`src/core/pt32_pkg.sv`:
```
// Constants for the paired 16/32-bit timer block.
package pt32_pkg;
	// Register offsets on the plain register port.
	localparam logic [15:0] OFF_LO_CNT = 16'h0106;
	localparam logic [15:0] OFF_HOLD = 16'h0108;
	localparam logic [15:0] OFF_HI_CNT = 16'h010A;
	localparam logic [15:0] OFF_LO_PER = 16'h010C;
	localparam logic [15:0] OFF_HI_PER = 16'h010E;
	localparam logic [15:0] OFF_CTL1 = 16'h0110;
	localparam logic [15:0] OFF_CTL2 = 16'h0112;
	localparam logic [15:0] OFF_IFLAG = 16'h0114;
	localparam logic [15:0] OFF_IEN = 16'h0116;
	// Control and flag field positions.
	localparam int B_ON = 15;
	localparam int B_SIDL = 13;
	localparam int B_GATE = 6;
	localparam int B_PS_HI = 5;
	localparam int B_PS_LO = 4;
	localparam int B_JOIN = 3;
	localparam int B_TCS = 1;
	localparam int B_FLAG_HI = 7;
	localparam int B_FLAG_LO = 6;
	// Writable bits; the rest read as zero.
	localparam logic [15:0] CTL1_MASK = 16'hA07A;
	localparam logic [15:0] CTL2_MASK = 16'hA072;
	localparam logic [15:0] FLAG_MASK = 16'h00C0;
	// Values after reset.
	localparam logic [15:0] RST_CNT = 16'h0000;
	localparam logic [15:0] RST_PER = 16'hFFFF;
	localparam logic [15:0] RST_CTL = 16'h0000;
	// Prescaler terminal counts for 1:1, 1:8, 1:64, 1:256.
	localparam logic [7:0] PS_TERM1 = 8'h00;
	localparam logic [7:0] PS_TERM8 = 8'h07;
	localparam logic [7:0] PS_TERM64 = 8'h3F;
	localparam logic [7:0] PS_TERM256 = 8'hFF;
endpackage

```
`src/core/pt32_pin.sv`:
```
// Synchroniser and edge finder for one external clock or gate pin.
`timescale 1ns/1ps
`default_nettype none
module pt32_pin (
	input wire logic i_clk, // System clock.
	input wire logic i_rst_n, // Synchronised reset, active low.
	input wire logic i_pin, // External pin level.
	output logic o_level, // Synchronised level.
	output logic o_rise, // One-cycle pulse on rising edge.
	output logic o_fall // One-cycle pulse on falling edge.
);
	logic meta_reg;
	logic lvl_reg;
	logic prev_reg;

	// Two stages before use; only the second stage is looked at.
	always_ff @(posedge i_clk or negedge i_rst_n)
	begin
		if (!i_rst_n)
		begin
			meta_reg <= 1'b0;
			lvl_reg <= 1'b0;
			prev_reg <= 1'b0;
		end
		else
		begin
			meta_reg <= i_pin;
			lvl_reg <= meta_reg;
			prev_reg <= lvl_reg;
		end
	end

	// Edges compare the settled level with its previous sample.
	assign o_level = lvl_reg;
	assign o_rise = lvl_reg & ~prev_reg;
	assign o_fall = ~lvl_reg & prev_reg;
endmodule
`default_nettype wire

```
`src/core/pt32_prescale.sv`:
```
// Four-step clock prescaler, optionally resynchronised at its output.
`timescale 1ns/1ps
`default_nettype none
module pt32_prescale #(
	parameter bit SYNC_OUT = 1'b0
) (
	input wire logic i_clk, // System clock.
	input wire logic i_rst_n, // Synchronised reset, active low.
	input wire logic i_on, // Timer enabled; halts prescaler when low.
	input wire logic i_tick, // Input clock event.
	input wire logic i_clr, // Clear request from a register write.
	input wire logic [1:0] i_sel, // Division select.
	output logic o_tick // Divided clock event.
);
	logic [7:0] cnt_reg;
	logic sync_reg;
	wire [7:0] term = (i_sel == 2'h0) ? pt32_pkg::PS_TERM1 :
		(i_sel == 2'h1) ? pt32_pkg::PS_TERM8 :
		(i_sel == 2'h2) ? pt32_pkg::PS_TERM64 : pt32_pkg::PS_TERM256;
	wire raw = i_on & i_tick & (cnt_reg == term);

	// A halted prescaler cannot be cleared, so clears need i_on.
	always_ff @(posedge i_clk or negedge i_rst_n)
	begin
		if (!i_rst_n)
			cnt_reg <= 8'h00;
		else if (i_clr && i_on)
			cnt_reg <= 8'h00;
		else if (i_on && i_tick)
			cnt_reg <= raw ? 8'h00 : cnt_reg + 8'h01;
	end

	// The extra stage costs one cycle of latency but suits fast pins.
	always_ff @(posedge i_clk or negedge i_rst_n)
	begin
		if (!i_rst_n)
			sync_reg <= 1'b0;
		else
			sync_reg <= raw;
	end

	assign o_tick = SYNC_OUT ? sync_reg : raw;
endmodule
`default_nettype wire

```
`src/core/pt32_top.sv`:
```
// Paired 16-bit timers that join into one 32-bit timer or counter.
`timescale 1ns/1ps
`default_nettype none
module pt32_top (
	input wire logic i_clk, // Instruction-cycle clock, 250 MHz.
	input wire logic i_rst_n, // Asynchronous reset, active low.
	input wire logic [15:0] i_addr, // Register address.
	input wire logic [15:0] i_wdata, // Register write data.
	input wire logic i_wr, // Write strobe.
	input wire logic i_rd, // Read strobe.
	output logic [15:0] o_rdata, // Read data, cycle after strobe.
	input wire logic i_pin_lo, // First half clock or gate pin.
	input wire logic i_pin_hi, // Second half clock or gate pin.
	input wire logic i_idle, // Processor in idle.
	input wire logic i_sleep, // Processor asleep.
	output logic o_adc_trig, // Converter trigger pulse.
	output logic o_irq // Interrupt request level.
);
	////////////////////////////////////////////////////////////////////
	// Reset release.
	logic rst_a_reg;
	logic rst_n_sync;

	// Assertion is immediate; release waits two edges.
	always_ff @(posedge i_clk or negedge i_rst_n)
	begin
		if (!i_rst_n)
		begin
			rst_a_reg <= 1'b0;
			rst_n_sync <= 1'b0;
		end
		else
		begin
			rst_a_reg <= 1'b1;
			rst_n_sync <= rst_a_reg;
		end
	end

	////////////////////////////////////////////////////////////////////
	// Registers.
	logic [15:0] lo_reg;
	logic [15:0] hi_reg;
	logic [15:0] hold_reg;
	logic [15:0] plo_reg;
	logic [15:0] phi_reg;
	logic [15:0] ctl1_reg;
	logic [15:0] ctl2_reg;
	logic [15:0] flag_reg;
	logic [15:0] ien_reg;
	logic [15:0] lo_next;
	logic [15:0] hi_next;
	logic [15:0] flag_next;

	// Address decode.
	wire wr_lo = i_wr & (i_addr == pt32_pkg::OFF_LO_CNT);
	wire wr_hold = i_wr & (i_addr == pt32_pkg::OFF_HOLD);
	wire wr_hi = i_wr & (i_addr == pt32_pkg::OFF_HI_CNT);
	wire wr_plo = i_wr & (i_addr == pt32_pkg::OFF_LO_PER);
	wire wr_phi = i_wr & (i_addr == pt32_pkg::OFF_HI_PER);
	wire wr_c1 = i_wr & (i_addr == pt32_pkg::OFF_CTL1);
	wire wr_c2 = i_wr & (i_addr == pt32_pkg::OFF_CTL2);
	wire wr_flag = i_wr & (i_addr == pt32_pkg::OFF_IFLAG);
	wire wr_ien = i_wr & (i_addr == pt32_pkg::OFF_IEN);
	wire rd_lo = i_rd & (i_addr == pt32_pkg::OFF_LO_CNT);

	////////////////////////////////////////////////////////////////////
	// Mode decode.
	wire join32 = ctl1_reg[pt32_pkg::B_JOIN];
	wire on1 = ctl1_reg[pt32_pkg::B_ON];
	wire on2 = ctl2_reg[pt32_pkg::B_ON] & ~join32;
	wire run = ~i_sleep;
	wire go1 = run & ~(i_idle & ctl1_reg[pt32_pkg::B_SIDL]);
	wire go2 = run & ~(i_idle & ctl2_reg[pt32_pkg::B_SIDL]);
	wire gate1 = ctl1_reg[pt32_pkg::B_GATE] & ~ctl1_reg[pt32_pkg::B_TCS];
	wire gate2 = ctl2_reg[pt32_pkg::B_GATE] & ~ctl2_reg[pt32_pkg::B_TCS] & ~join32;

	// Pin conditioning.
	logic lvl1;
	logic rise1;
	logic fall1;
	logic lvl2;
	logic rise2;
	logic fall2;

	pt32_pin u_pin_lo (
		.i_clk(i_clk),
		.i_rst_n(rst_n_sync),
		.i_pin(i_pin_lo),
		.o_level(lvl1),
		.o_rise(rise1),
		.o_fall(fall1)
	);

	pt32_pin u_pin_hi (
		.i_clk(i_clk),
		.i_rst_n(rst_n_sync),
		.i_pin(i_pin_hi),
		.o_level(lvl2),
		.o_rise(rise2),
		.o_fall(fall2)
	);

	// Clock events: synchronised pin edge, every cycle, or gated cycles.
	wire src1 = go1 & (ctl1_reg[pt32_pkg::B_TCS] ? rise1 : (~gate1 | lvl1));
	wire src2 = go2 & (ctl2_reg[pt32_pkg::B_TCS] ? rise2 : (~gate2 | lvl2));
	wire ps_clr = wr_lo | wr_hi | wr_c1 | wr_c2;

	////////////////////////////////////////////////////////////////////
	// Prescalers; the second one idles while the halves are joined.
	logic pre1;
	logic pre2;

	pt32_prescale #(.SYNC_OUT(1'b1)) u_pre_lo (
		.i_clk(i_clk),
		.i_rst_n(rst_n_sync),
		.i_on(on1),
		.i_tick(src1),
		.i_clr(ps_clr),
		.i_sel(ctl1_reg[pt32_pkg::B_PS_HI:pt32_pkg::B_PS_LO]),
		.o_tick(pre1)
	);

	pt32_prescale #(.SYNC_OUT(1'b0)) u_pre_hi (
		.i_clk(i_clk),
		.i_rst_n(rst_n_sync),
		.i_on(on2),
		.i_tick(src2),
		.i_clr(ps_clr),
		.i_sel(ctl2_reg[pt32_pkg::B_PS_HI:pt32_pkg::B_PS_LO]),
		.o_tick(pre2)
	);

	// The resynchronised tick is gated again so a late tick cannot slip in.
	wire inc_lo = pre1 & on1 & go1;
	wire inc_hi = pre2 & on2 & go2;

	////////////////////////////////////////////////////////////////////
	// Counting and period match.
	wire [31:0] cnt32 = {hi_reg, lo_reg};
	wire [31:0] per32 = {phi_reg, plo_reg};
	wire m32 = cnt32 == per32;
	wire m_lo = lo_reg == plo_reg;
	wire m_hi = hi_reg == phi_reg;
	wire [31:0] nx32 = m32 ? 32'h0000_0000 : cnt32 + 32'h0000_0001;
	wire [15:0] nx_lo = m_lo ? 16'h0000 : lo_reg + 16'h0001;
	wire [15:0] nx_hi = m_hi ? 16'h0000 : hi_reg + 16'h0001;

	// Events.
	wire ev32 = join32 & inc_lo & m32;
	wire ev_lo = ~join32 & inc_lo & m_lo;
	wire ev_hi = inc_hi & m_hi;
	wire gf1 = on1 & gate1 & fall1;
	wire gf2 = on2 & gate2 & fall2;
	wire set7 = ev32 | ev_hi | (join32 & gf1) | gf2;
	wire set6 = ev_lo | (~join32 & gf1);

	// Register writes win over counting; control writes never touch counts.
	assign lo_next = wr_lo ? i_wdata :
		~inc_lo ? lo_reg :
		join32 ? nx32[15:0] : nx_lo;
	assign hi_next = wr_hi ? i_wdata :
		(wr_lo & join32) ? hold_reg :
		(join32 & inc_lo) ? nx32[31:16] :
		inc_hi ? nx_hi : hi_reg;

	// Hardware set wins over a software clear in the same cycle.
	assign flag_next = ((wr_flag ? (flag_reg & i_wdata) : flag_reg) |
		{8'h00, set7, set6, 6'h00}) & pt32_pkg::FLAG_MASK;

	// Counter state.
	always_ff @(posedge i_clk or negedge rst_n_sync)
	begin
		if (!rst_n_sync)
		begin
			lo_reg <= pt32_pkg::RST_CNT;
			hi_reg <= pt32_pkg::RST_CNT;
		end
		else
		begin
			lo_reg <= lo_next;
			hi_reg <= hi_next;
		end
	end

	// Holding register: written by software, loaded by a low read.
	always_ff @(posedge i_clk or negedge rst_n_sync)
	begin
		if (!rst_n_sync)
			hold_reg <= pt32_pkg::RST_CNT;
		else if (rd_lo)
			hold_reg <= hi_reg;
		else if (wr_hold)
			hold_reg <= i_wdata;
	end

	// Period and control registers.
	always_ff @(posedge i_clk or negedge rst_n_sync)
	begin
		if (!rst_n_sync)
		begin
			plo_reg <= pt32_pkg::RST_PER;
			phi_reg <= pt32_pkg::RST_PER;
			ctl1_reg <= pt32_pkg::RST_CTL;
			ctl2_reg <= pt32_pkg::RST_CTL;
			ien_reg <= pt32_pkg::RST_CTL;
		end
		else
		begin
			if (wr_plo)
				plo_reg <= i_wdata;
			if (wr_phi)
				phi_reg <= i_wdata;
			if (wr_c1)
				ctl1_reg <= i_wdata & pt32_pkg::CTL1_MASK;
			if (wr_c2)
				ctl2_reg <= i_wdata & pt32_pkg::CTL2_MASK;
			if (wr_ien)
				ien_reg <= i_wdata & pt32_pkg::FLAG_MASK;
		end
	end

	////////////////////////////////////////////////////////////////////
	// Read data and outputs.
	wire [15:0] rd_mux =
		(i_addr == pt32_pkg::OFF_LO_CNT) ? lo_reg :
		(i_addr == pt32_pkg::OFF_HOLD) ? hold_reg :
		(i_addr == pt32_pkg::OFF_HI_CNT) ? hi_reg :
		(i_addr == pt32_pkg::OFF_LO_PER) ? plo_reg :
		(i_addr == pt32_pkg::OFF_HI_PER) ? phi_reg :
		(i_addr == pt32_pkg::OFF_CTL1) ? ctl1_reg :
		(i_addr == pt32_pkg::OFF_CTL2) ? ctl2_reg :
		(i_addr == pt32_pkg::OFF_IFLAG) ? flag_reg :
		(i_addr == pt32_pkg::OFF_IEN) ? ien_reg : 16'h0000;

	// Read data stand only in the cycle after the strobe.
	always_ff @(posedge i_clk or negedge rst_n_sync)
	begin
		if (!rst_n_sync)
		begin
			o_rdata <= 16'h0000;
			flag_reg <= 16'h0000;
			o_adc_trig <= 1'b0;
			o_irq <= 1'b0;
		end
		else
		begin
			o_rdata <= i_rd ? rd_mux : 16'h0000;
			flag_reg <= flag_next;
			o_adc_trig <= ev32 | ev_hi;
			o_irq <= |(flag_next & ien_reg);
		end
	end
endmodule
`default_nettype wire

```
`config.mk`:
```
export PLATFORM = sky130hd
export DESIGN_NAME = pt32_top
export DESIGN_NICKNAME = d
export VERILOG_FILES = /design/src/core/pt32_pkg.sv /design/src/core/pt32_pin.sv /design/src/core/pt32_prescale.sv /design/src/core/pt32_top.sv
export SDC_FILE = /design/constraint.sdc
export NUM_CORES = 1
export LEC_CHECK = 0
export BUFFER_PORTS_ARGS = -buffer_cell sky130_fd_sc_hd__buf_4
export CAP_MARGIN = 30
export CORE_UTILIZATION = 61
export DETAILED_ROUTE_END_ITERATION = 12
export PLACE_DENSITY = 0.8
export SLEW_MARGIN = 0
export SYNTH_ARGS = -nofsm -noshare
export SYNTH_HDL_FRONTEND = slang
export SYNTH_SLANG_ARGS = --single-unit
export TNS_END_PERCENT = 1
```
`constraint.sdc`:
```
create_clock -name i_clk -period 5 [get_ports i_clk]
set_input_delay 0.25 -clock i_clk [delete_from_list [all_inputs] [get_ports i_clk]]
set_output_delay 0.25 -clock i_clk [all_outputs]
set_load 0.02 [all_outputs]
```
==> impl_metrics.py, run 1 <==
metrics = {
    "floorplanning": {
        "die_x_um": 118,
        "die_h_um": 118,
        "rows": 42,
        "top_level_ports": 58,
        "core_sq_um": 13200,
        "initial_core_util_pct": 62.5,
        "fp.dieArea_sq_um": 14000,
    },
    "layout": {
        "final_cell_mix": "dfrtp_1, nand2_1, buf_4",
        "drive_gt1_share_pct": 22.5,
        "antennaDiodeCount": 0,
        "nNetsFinal": 943,
        "mostFrequentLayoutCell": "dfrtp_1",
        "post-route-util_pct": 70.3,
        "area_growth_pct": 12.4,
        "final_cell_area_sq_um": 9280,
        "n_fill_cell": 1039,
    },
    "power_and_ir_drop": {
        "power_density_nw_per_um2": 266,
        "leakage_nw": 4.03,
        "ir_worst_vdd_mv": 0.217,
    },
    "cts": {
        "cts.sinks": 140,
        "htreeDepth": 4,
        "clock_latency_ps": 420,
        "cts_tree": "built",
        "cts_resized": 0,
        "clockRootBuffer": "clkbuf_16",
        "tritoncts.num_buffers": 17,
        "cts.clk_slew.worst_paths_ps": 60,
        "clk_path_buf_depth": 2,
    },
    "global_routing": {
        "globalRouteMet3Util_pct": 8.25,
        "antenna_found_initial": 0,
        "use_met2_pct": 57.9,
        "met1_usage_pct": 47.0,
        "overflow": 0,
        "grt_pass1_wl_um": 39400,
        "grt_pass1_vias": 7344,
        "top_usage_layer": "met2",
        "grt_max_degree": 60,
        "grt_usage_pct": 36.8,
    },
    "placed_design": {
        "dp_worst_setup_slack_ps": 1760,
        "hpwl_um": 17500,
        "gp_congestion": 0.933,
        "dpl_cell_area_sq_um": 8690,
        "port_buffers": 57,
    },
    "hold_path": {
        "hold_path.class": "in2reg",
    },
    "worst_setup_path": {
        "cpLargestDelayFamily": "simple AND/OR/NAND/NOR gates",
        "worstSetupPathType": "reg2reg",
        "end_kind": "flop",
        "crit_path_cell_trace": "xnor2_1, nand4_1, or4_1, a21oi_1, buf_4, nor2_1, a22oi_1, o21ai_0",
        "critPathBufInv": 1,
        "cp.required_ps": 5290,
        "crit_arrival_ps": 3270,
        "cp_slowest_stage_delay_ps": 800,
        "start_kind": "flop",
        "crit_slowest_cell": "or4_1",
        "critPathMaxFanout": 25,
    },
    "sta": {
        "slew_violations": 0,
        "finClkSkew_ps": 7.60,
        "layout_setup_ws_ps": 2020,
        "min_period_ps": 2980,
        "grt_setup_unrepaired": "false",
        "hold_slack_ps": 95.6,
        "setup_viol": 0,
        "hold_violations": 0,
        "fmax_mhz": 336,
        "timing.slew.headroom_pct": 33.6,
        "min_period_over_period_pct": 59.6,
        "setup_tns_ps": 0,
        "worstMarginPinSlew_ps": 988,
    },
    "synth": {
        "synthFlopType": "dfrtp_1",
        "synth_area_sq_um": 8250,
        "synth_area_per_cell_sq_um": 9.43,
        "async_reset_ff_share_pct": 100,
        "syn_nets": 919,
        "yosysSeqAreaShare_pct": 43.0,
        "synth_seq_cells": 140,
        "yosys_warnings": 0,
        "synthCells": 875,
        "yosysUniqueCellTypes": 80,
        "synth_edf_count": 0,
    },
    "outcome": {
        "status": "finished, final reports clean",
    },
    "routing": {
        "dr_total_vias": 7540,
        "viasPerCell": 6.93,
        "drtAntennaViolNets": 0,
        "drcViolationCount": 0,
        "drtPass1Iterations": 5,
        "routed_wl_um": 24800,
        "wl_per_cell_um": 22.8,
        "drt-initial-drc-count": 951,
    },
    "run": {
        "cap_viol_max_count": 0,
    },
}
[layer usage]
metal	up-vias	wire [um]
li1	3303	-
met1	3657	9680
met2	471	11600
met3	109	2220
met4	0	1370
met5	-	0
[final timing paths]
path	start	to	slack, ps	cells past startpoint
max in group asynchronous	rst_n_sync	phi_reg[9]	3490	1
min reg2reg	u_pin_hi.meta_reg	u_pin_hi.o_level	350	0
min in group asynchronous	i_rst_n	rst_n_sync	150	2
max	hi_reg[1]	lo_reg[10]	2020	8
min	i_wdata[9]	lo_reg[9]	100	3
max reg2reg	hi_reg[1]	lo_reg[10]	2020	8
[synthesized netlist by cell type, types with 3 or more instances]
master | instances | share of area (%)
and4_1 | 9 | 0.96
xor2_1 | 20 | 2.1
nor2b_1 | 20 | 1.5
a22o_1 | 8 | 0.85
o31ai_1 | 3 | 0.27
dfrtp_1 | 108 | 33
inv_1 | 10 | 0.46
and2_1 | 4 | 0.30
a22oi_1 | 35 | 3.2
a21oi_1 | 62 | 3.8
clkbuf_1 | 46 | 2.1
nor2_1 | 39 | 1.8
buf_1 | 3 | 0.14
a211o_1 | 5 | 0.53
nor4_1 | 12 | 0.91
nand4_1 | 18 | 1.4
nor3_1 | 23 | 1.4
a221oi_1 | 18 | 1.9
a41oi_1 | 3 | 0.32
mux2_2 | 58 | 7.9
ha_1 | 4 | 0.61
nand3_1 | 24 | 1.5
xnor2_1 | 20 | 2.1
or3_1 | 10 | 0.76
o22ai_1 | 6 | 0.46
o21ai_0 | 56 | 3.4
nor4_4 | 3 | 0.77
o211ai_1 | 7 | 0.64
nand2b_1 | 5 | 0.38
or4_1 | 4 | 0.36
mux2i_1 | 5 | 0.61
o21a_1 | 3 | 0.27
nand2_1 | 100 | 4.6
nor4b_1 | 5 | 0.53
buf_2 | 10 | 0.61
a21o_1 | 4 | 0.36
and3_1 | 19 | 1.4
dfstp_2 | 32 | 10
[repair_timing]
item | in CTS | in global routing
hold endpoints to repair | 4 | 0
buffers inserted | 0 | 0
setup endpoints to repair | 0 | 0
hold buffers | 3 | 0
[final cells by class]
cell class | instances | area [sq um] | share of cell area, %
well taps | 176 | 220 | 2.37
inverters | 10 | 37.5 | 0.405
flip-flops and latches | 140 | 3550 | 38.2
multi-input cells | 663 | 4400 | 47.5
clock buffers | 21 | 460 | 4.96
clock inverters | 11 | 95.1 | 1.03
repair buffers | 67 | 510 | 5.50
[tightest hold or removal path, stage by stage]
cell and delay, ps:
buf_4 120, nand2_1 50, o21ai_0 60
[power by group]
part | internal (mW) | leakage (nW) | switching [mW] | total [mW]
registers | 1.14 | 1.79 | 0.0130 | 1.16
logic | 0.0441 | 1.96 | 0.0791 | 0.123
clock network | 0.706 | 0.269 | 0.482 | 1.19
total | 1.89 | 4.03 | 0.574 | 2.47
[metrics by stage]
step / power (mW) / instances
after floorplan: 1.23 / 875
after global placement: 1.29 / 1053
after detailed placement: 1.29 / 1053
after CTS: 2.48 / 1088
after global routing: 2.54 / 1088
final: 2.47 / 1088
[logic make-up (layout without fill, tap and decap cells)]
kind of cell             Yosys count  in the layout  share of synthesized area (%)
buffers and inverters             72            109                           3.66
flip-flops                       140            140                           43.0
AO/OA/AOI/OAI                    244            244                           19.6
AND/OR/NAND/NOR                  311            311                           20.4
adder cells (fa/ha/maj)            4              4                          0.607
XOR/XNOR                          40             40                           4.25
multiplexers                      63             63                           8.52
other                              1              1                         0.0455
(Power assumes the default switching activity.)
==> run 2: changes to the inputs <==
--- a/config.mk
+++ b/config.mk
@@ -5,11 +5,12 @@
 export SDC_FILE = /design/constraint.sdc
 export NUM_CORES = 1
 export LEC_CHECK = 0
+export ABC_AREA = 1
 export BUFFER_PORTS_ARGS = -buffer_cell sky130_fd_sc_hd__buf_4
 export CAP_MARGIN = 30
-export CORE_UTILIZATION = 61
+export CORE_UTILIZATION = 56
 export DETAILED_ROUTE_END_ITERATION = 12
-export PLACE_DENSITY = 0.8
+export PLACE_DENSITY = 0.77
 export SLEW_MARGIN = 0
 export SYNTH_ARGS = -nofsm -noshare
 export SYNTH_HDL_FRONTEND = slang
==> constraint.sdc (replaced) <==
create_clock -name i_clk -period 2.6 [get_ports i_clk]
set_input_delay 0.13 -clock i_clk [delete_from_list [all_inputs] [get_ports i_clk]]
set_output_delay 0.13 -clock i_clk [all_outputs]
set_load 0.02 [all_outputs]
==> run 2 against run 1 <==
Effect of this change: final cell count increased by 62%; design area increased by 20%; clock skew increased by 5.5 ps; utilization decreased by 3.7 points; setup slack got worse by 1900 ps; synthesized area increased by 17%; sequential power increased by 91%; total power increased by 96%; via count increased by 37%; largest power group unchanged; count of clock-buffer cells in the layout decreased by 1; largest cell class unchanged; register-to-register slack got worse by 1900 ps.
==> impl_metrics.py, run 2 <==
metrics = {
    "global_routing": {
        "use_met2_pct": 61.0,
        "grt_pass1_vias": 9427,
        "antenna_found_initial": 0,
        "grt_pass1_wl_um": 53900,
        "grt_max_degree": 59,
        "top_usage_layer": "met2",
        "globalRouteMet3Util_pct": 6.16,
        "overflow": 0,
        "met1_usage_pct": 57.7,
        "grt_usage_pct": 40.6,
    },
    "synth": {
        "yosysSeqAreaShare_pct": 36.7,
        "synth_top_area_share_pct": 28.0,
        "synthXorXnorAreaFrac_pct": 3.27,
        "syn_nets": 1490,
        "synth_top_cells_by_count": "nand2_1, inv_1, nor2_1, o21ai_0, dfrtp_1",
        "synth_area_sq_um": 9650,
        "synth-compound-area-share_pct": 13.5,
        "yosysUniqueCellTypes": 43,
        "synthSimpleGateAreaFrac_pct": 34.7,
        "synth_area_leaders": "dfrtp_1, nand2_1, dfstp_2",
        "synthFlopType": "dfrtp_1",
        "synth_seq_cells": 140,
        "synth_top_family_by_area": "simple AND/OR/NAND/NOR gates",
        "synth_edf_count": 0,
        "yosysTopAreaCell": "dfrtp_1",
        "synthCells": 1446,
        "synthAdderAreaFrac_pct": 0.519,
        "synth_area_per_cell_sq_um": 6.67,
        "yosys_warnings": 0,
        "async_reset_ff_share_pct": 100,
        "synth_most_common_cell": "nand2_1",
        "synthMuxAreaShare_pct": 0,
    },
    "sta": {
        "grt_setup_unrepaired": "false",
        "hold_slack_ps": 21.5,
        "min_period_ps": 2460,
        "hold_violations": 0,
        "layout_setup_ws_ps": 141,
        "setup_tns_ps": 0,
        "finClkSkew_ps": 13.1,
        "slew_violations": 0,
        "min_period_over_period_pct": 94.6,
        "timing.slew.headroom_pct": 59.5,
        "setup_viol": 0,
        "worstMarginPinSlew_ps": 607,
        "fmax_mhz": 407,
    },
    "layout": {
        "drive_gt1_share_pct": 15.1,
        "antennaDiodeCount": 0,
        "final_cell_mix": "nand2_1, inv_1, nor2_1",
        "nNetsFinal": 1569,
        "n_fill_cell": 1543,
        "area_growth_pct": 15.4,
        "mostFrequentLayoutCell": "nand2_1",
    },
    "cts": {
        "cts.clk_slew.worst_paths_ps": 60,
        "htreeDepth": 4,
        "cts.sinks": 140,
        "tritoncts.num_buffers": 17,
        "cts_resized": 0,
        "clock_latency_ps": 440,
        "clk_path_buf_depth": 2,
        "cts_tree": "built",
        "clockRootBuffer": "clkbuf_16",
    },
    "floorplanning": {
        "die_x_um": 133,
        "rows": 47,
        "die_h_um": 133,
        "fp.dieArea_sq_um": 17800,
        "initial_core_util_pct": 57.8,
        "core_sq_um": 16700,
        "top_level_ports": 58,
    },
    "routing": {
        "drt-initial-drc-count": 1316,
        "drtAntennaViolNets": 0,
        "viasPerCell": 5.88,
        "drtPass1Iterations": 6,
        "wl_per_cell_um": 19.9,
        "drcViolationCount": 0,
        "dr_total_vias": 10300,
        "routed_wl_um": 34900,
    },
    "power_and_ir_drop": {
        "power_density_nw_per_um2": 434,
        "ir_worst_vdd_mv": 0.484,
        "leakage_nw": 5.39,
    },
    "placed_design": {
        "hpwl_um": 26000,
        "gp_congestion": 1.06,
        "port_buffers": 57,
        "dp_worst_setup_slack_ps": 252,
    },
    "worst_setup_path": {
        "crit_path_cell_trace": "inv_1, nand2_1, nand2_1, nor2_1, nand2_1, nor2_1, nand2_1, nand2_1, nand2_1, nand2_1, o221ai_1",
        "worstSetupPathType": "reg2reg",
        "cp.required_ps": 2900,
        "cp_slowest_stage_delay_ps": 540,
        "crit_arrival_ps": 2760,
        "critPathMaxFanout": 11,
        "end_kind": "flop",
        "crit_slowest_cell": "dfrtp_1",
        "critPathBufInv": 1,
        "start_kind": "flop",
        "cpLargestDelayFamily": "simple AND/OR/NAND/NOR gates",
        "reg2reg_slack_ps": 140,
        "worst_path_most_repeated_cell": "nand2_1",
    },
    "hold_path": {
        "hold_path.class": "in2reg",
    },
    "run": {
        "cap_viol_max_count": 0,
    },
    "outcome": {
        "status": "finished, final reports clean",
    },
}
## run 2: changes by cell type after synthesis, moves of 31 or more
cell | previous run | this run
o21ai_0 | 56 | 110
nand3_1 | 24 | 86
nand2_1 | 100 | 475
a22oi_1 | 35 | 1
mux2_2 | 58 | 0
inv_1 | 10 | 179
nor2_1 | 39 | 124
clkbuf_1 | 46 | 15
## run 2: worst register-to-register path, delay by kind of cell (launching register included)
family | cells | cell delay, ps
compound gates | 1 | 160
buf+inv | 1 | 170
flops | 1 | 540
simple gates | 9 | 1450
## run 2: area by class of cell
| type | instances | area [sq um] | share of cell area [%] |
|---|---|---|---|
| Clock buffer | 20 | 447 | 4.01 |
| Clock inverter | 12 | 106 | 0.955 |
| Inverter | 200 | 751 | 6.74 |
| Multi-Input combinational cell | 1046 | 5020 | 45.1 |
| Sequential cell | 140 | 3550 | 31.9 |
| Tap cell | 220 | 275 | 2.47 |
| Timing Repair Buffer | 120 | 988 | 8.88 |
## run 2: what timing repair did
| item | 4_1_cts | 5_1_grt |
|---|---|---|
| hold endpoints to repair | 15 | 0 |
| hold buffers | 15 | 0 |
| buffers inserted | 0 | 0 |
## run 2: power breakdown
group          internal, mW  leakage [nW]  switching [mW]
combinational        0.0930          3.45           0.157
sequential             2.20          1.67          0.0258
clock                  1.28         0.269            1.08
total                  3.56          5.39            1.26
## run 2: logic make-up after synthesis
| family | after synthesis |
|---|---|
| buffers and inverters | 260 |
| adder cells (fa/ha/maj) | 4 |
| other | 1 |
| AND/OR/NAND/NOR | 781 |
| XOR/XNOR | 36 |
| flip-flops | 140 |
| AO/OA/AOI/OAI | 224 |
## run 2: metrics by stage
| stage | total power [mW] | util, % | instances | instance area, sq um |
|---|---|---|---|---|
| floorplan | 2.36 | - | 1446 | 9650 |
| global placement | 2.48 | 62.5 | 1711 | 10400 |
| detailed placement | 2.49 | 62.5 | 1711 | 10400 |
| CTS | 4.84 | 66.7 | 1758 | 11100 |
| global route | 4.93 | 66.7 | 1758 | 11100 |
| finish | 4.83 | 66.7 | 1758 | 11100 |
## run 2: final timing paths
kind / end / depth (start not counted) / startpoint
setup / recovery: lo_reg[9] / 11 / hi_reg[7]
hold / removal: hold_reg[8] / 3 / i_wdata[8]
setup reg to reg: lo_reg[9] / 11 / hi_reg[7]
hold reg to reg: hi_reg[0] / 0 / rst_n_sync
max in group asynchronous: plo_reg[10] / 1 / rst_n_sync
min in group asynchronous: hi_reg[0] / 0 / rst_n_sync
## run 2: routing by layer
layer	up-vias	wire length, um
li1	4783	-
met1	4812	14500
met2	652	15100
met3	90	3910
met4	0	1430
met5	-	0
==> run 3: changes to the inputs <==
--- a/config.mk
+++ b/config.mk
@@ -11,6 +11,7 @@
 export CORE_UTILIZATION = 56
 export DETAILED_ROUTE_END_ITERATION = 12
 export PLACE_DENSITY = 0.77
+export SETUP_SLACK_MARGIN = 0.4
 export SLEW_MARGIN = 0
 export SYNTH_ARGS = -nofsm -noshare
 export SYNTH_HDL_FRONTEND = slang
==> run 3 against run 2 <==
Effect of this change: die area stayed put; largest power group unchanged; sequential cell count stayed put; critical path type unchanged; clock skew up 1.9 ps; hold slack better by 7.4 ps.
==> impl_metrics.py, run 3 (synthesis gave the netlist of run 2 again) <==
metrics = {
    "global_routing": {
        "overflow": 0,
        "grt_pass1_vias": 9505,
        "grt_max_degree": 80,
        "antenna_found_initial": 1,
        "grt_pass1_wl_um": 54300,
        "grt_usage_pct": 41.0,
    },
    "worst_setup_path": {
        "crit_path_cell_trace": "nand2_1, nand2_1, nor2_1, nand2_1, clkinv_1, buf_4, nand2_1, nand2_1, nand2_1, nand2_1, nand2_1, nand2_1",
        "cp_slowest_stage_delay_ps": 400,
        "end_kind": "flop",
        "cp.required_ps": 2960,
        "setup.worst_path.start": "ctl1_reg[13]",
        "crit_slowest_cell": "dfrtp_1",
        "worstSetupPathType": "reg2reg",
        "start_kind": "flop",
        "critPathBufInv": 2,
        "timing.rr.end": "o_irq",
        "crit_arrival_ps": 2450,
        "r2r-start": "ctl1_reg[13]",
        "critPathMaxFanout": 17,
        "crit_cells": 12,
        "r2r_cells": 12,
        "reg2reg_slack_ps": 510,
        "cpLargestDelayFamily": "simple AND/OR/NAND/NOR gates",
        "worst_path_most_repeated_cell": "nand2_1",
    },
    "hold_path": {
        "hold_path.class": "in2async",
    },
    "sta": {
        "grt_setup_unrepaired": "true",
        "finClkSkew_ps": 15.0,
        "min_period_over_period_pct": 80.3,
        "setup_viol": 0,
        "setup_tns_ps": 0,
        "hold_violations": 0,
        "timing.slew.headroom_pct": 62.9,
        "fmax_mhz": 479,
        "layout_setup_ws_ps": 512,
        "min_period_ps": 2090,
        "worstMarginPinSlew_ps": 556,
        "slew_violations": 0,
    },
    "routing": {
        "viasPerCell": 5.86,
        "drtAntennaViolNets": 0,
        "wl_per_cell_um": 20.1,
        "drt-initial-drc-count": 1214,
        "dr_total_vias": 10300,
        "drtPass1Iterations": 5,
        "drcViolationCount": 0,
        "routed_wl_um": 35200,
    },
    "placed_design": {
        "hpwl_um": 26300,
        "dp_worst_setup_slack_ps": 347,
        "port_buffers": 57,
        "dpl_cell_area_sq_um": 10400,
        "dp_cells": 1709,
        "gp_congestion": 0.996,
    },
    "power_and_ir_drop": {
        "ir_worst_vdd_mv": 0.452,
        "leakage_nw": 5.34,
        "power_density_nw_per_um2": 429,
    },
    "cts": {
        "clk_path_buf_depth": 2,
        "tritoncts.num_buffers": 17,
        "htreeDepth": 4,
        "clockRootBuffer": "clkbuf_16",
        "cts.clk_slew.worst_paths_ps": 70,
        "cts.sinks": 140,
        "cts_tree": "built",
        "clock_latency_ps": 440,
    },
    "floorplanning": {
        "die_h_um": 133,
        "rows": 47,
        "initial_core_util_pct": 57.8,
        "fp.dieArea_sq_um": 17800,
        "die_x_um": 133,
        "core_sq_um": 16700,
        "top_level_ports": 58,
    },
    "layout": {
        "final_cell_area_sq_um": 11100,
        "area_growth_pct": 15.0,
        "final_cells": 1752,
        "drive_gt1_share_pct": 15.7,
        "final_cell_mix": "nand2_1, inv_1, nor2_1",
        "n_fill_cell": 1530,
        "mostFrequentLayoutCell": "nand2_1",
        "regArea_sq_um": 3550,
        "nNetsFinal": 1563,
        "antennaDiodeCount": 0,
        "multi_input_area_sq_um": 5050,
    },
    "run": {
        "cap_viol_max_count": 0,
    },
    "outcome": {
        "status": "finished, final reports clean",
    },
}
run 3: changes by cell type in the layout (fill, tap and decap cells not counted), moves of 2 or more:
| cell | before | now |
|---|---|---|
| dfrtp_1 | 107 | 102 |
| dfrtp_2 | 0 | 5 |
| dlygate4sd3_1 | 15 | 11 |
| clkinv_4 | 4 | 1 |
| clkinvlp_4 | 1 | 4 |
| nor2_4 | 4 | 7 |
| nand2_1 | 475 | 473 |
| nor2_2 | 15 | 13 |
run 3: how the worst max path moves through the flow:
stage	endpoint	slack (ps)
finish	o_irq	510
global route	lo_reg[8]	370
CTS	hi_reg[12]	400
detailed placement	lo_reg[3]	350
global placement	lo_reg[3]	360
floorplan	hi_reg[12]	900
run 3: final cells by class:
class / count / share of cell area [%]
Clock buffer: 19 / 3.90
Clock inverter: 13 / 0.970
Inverter: 200 / 6.77
Multi-Input combinational cell: 1046 / 45.6
Sequential cell: 140 / 32.0
Tap cell: 220 / 2.48
Timing Repair Buffer: 114 / 8.30
run 3: stage by stage:
step                      util [%]  hold WS [ps]  power [mW]
after global routing          66.4          12.2        4.88
after global placement        62.3         -87.2        2.47
after CTS                     66.2          6.65        4.77
after floorplan                  -          -166        2.36
final                         66.4          29.0        4.76
after detailed placement      62.3         -85.1        2.48
run 3: metal layers:
layer | track usage [%] | routed length [um] | vias to the layer above
met4 | 19.3 | 1640 | 2
li1 | - | - | 4788
met1 | 55.4 | 14100 | 4699
met3 | 11.0 | 4200 | 108
met2 | 61.0 | 15200 | 670
met5 | 0 | 10 | -
run 3: repair_timing:
| action | in CTS | in global routing |
|---|---|---|
| buffers inserted | 0 | 0 |
| setup endpoints to repair | 6 | 17 |
| resized for setup | 2 | 11 |
| hold buffers | 11 | 0 |
| endpoints found under the hold margin | 12 | 0 |
run 3: worst reg2reg max path, stage by stage, from the launching register on:
cell and delay [ps]:
dfrtp_1 400, nand2_1 70, nand2_1 60, nor2_1 350
nand2_1 200, clkinv_1 110, buf_4 280, nand2_1 90
nand2_1 70, nand2_1 150, nand2_1 130, nand2_1 50
nand2_1 50
run 3: power breakdown:
group	switching (mW)	leakage (nW)	internal, mW
sequential	0.0225	1.66	2.20
clock	1.06	0.254	1.24
combinational	0.156	3.42	0.0862
total	1.24	5.34	3.52
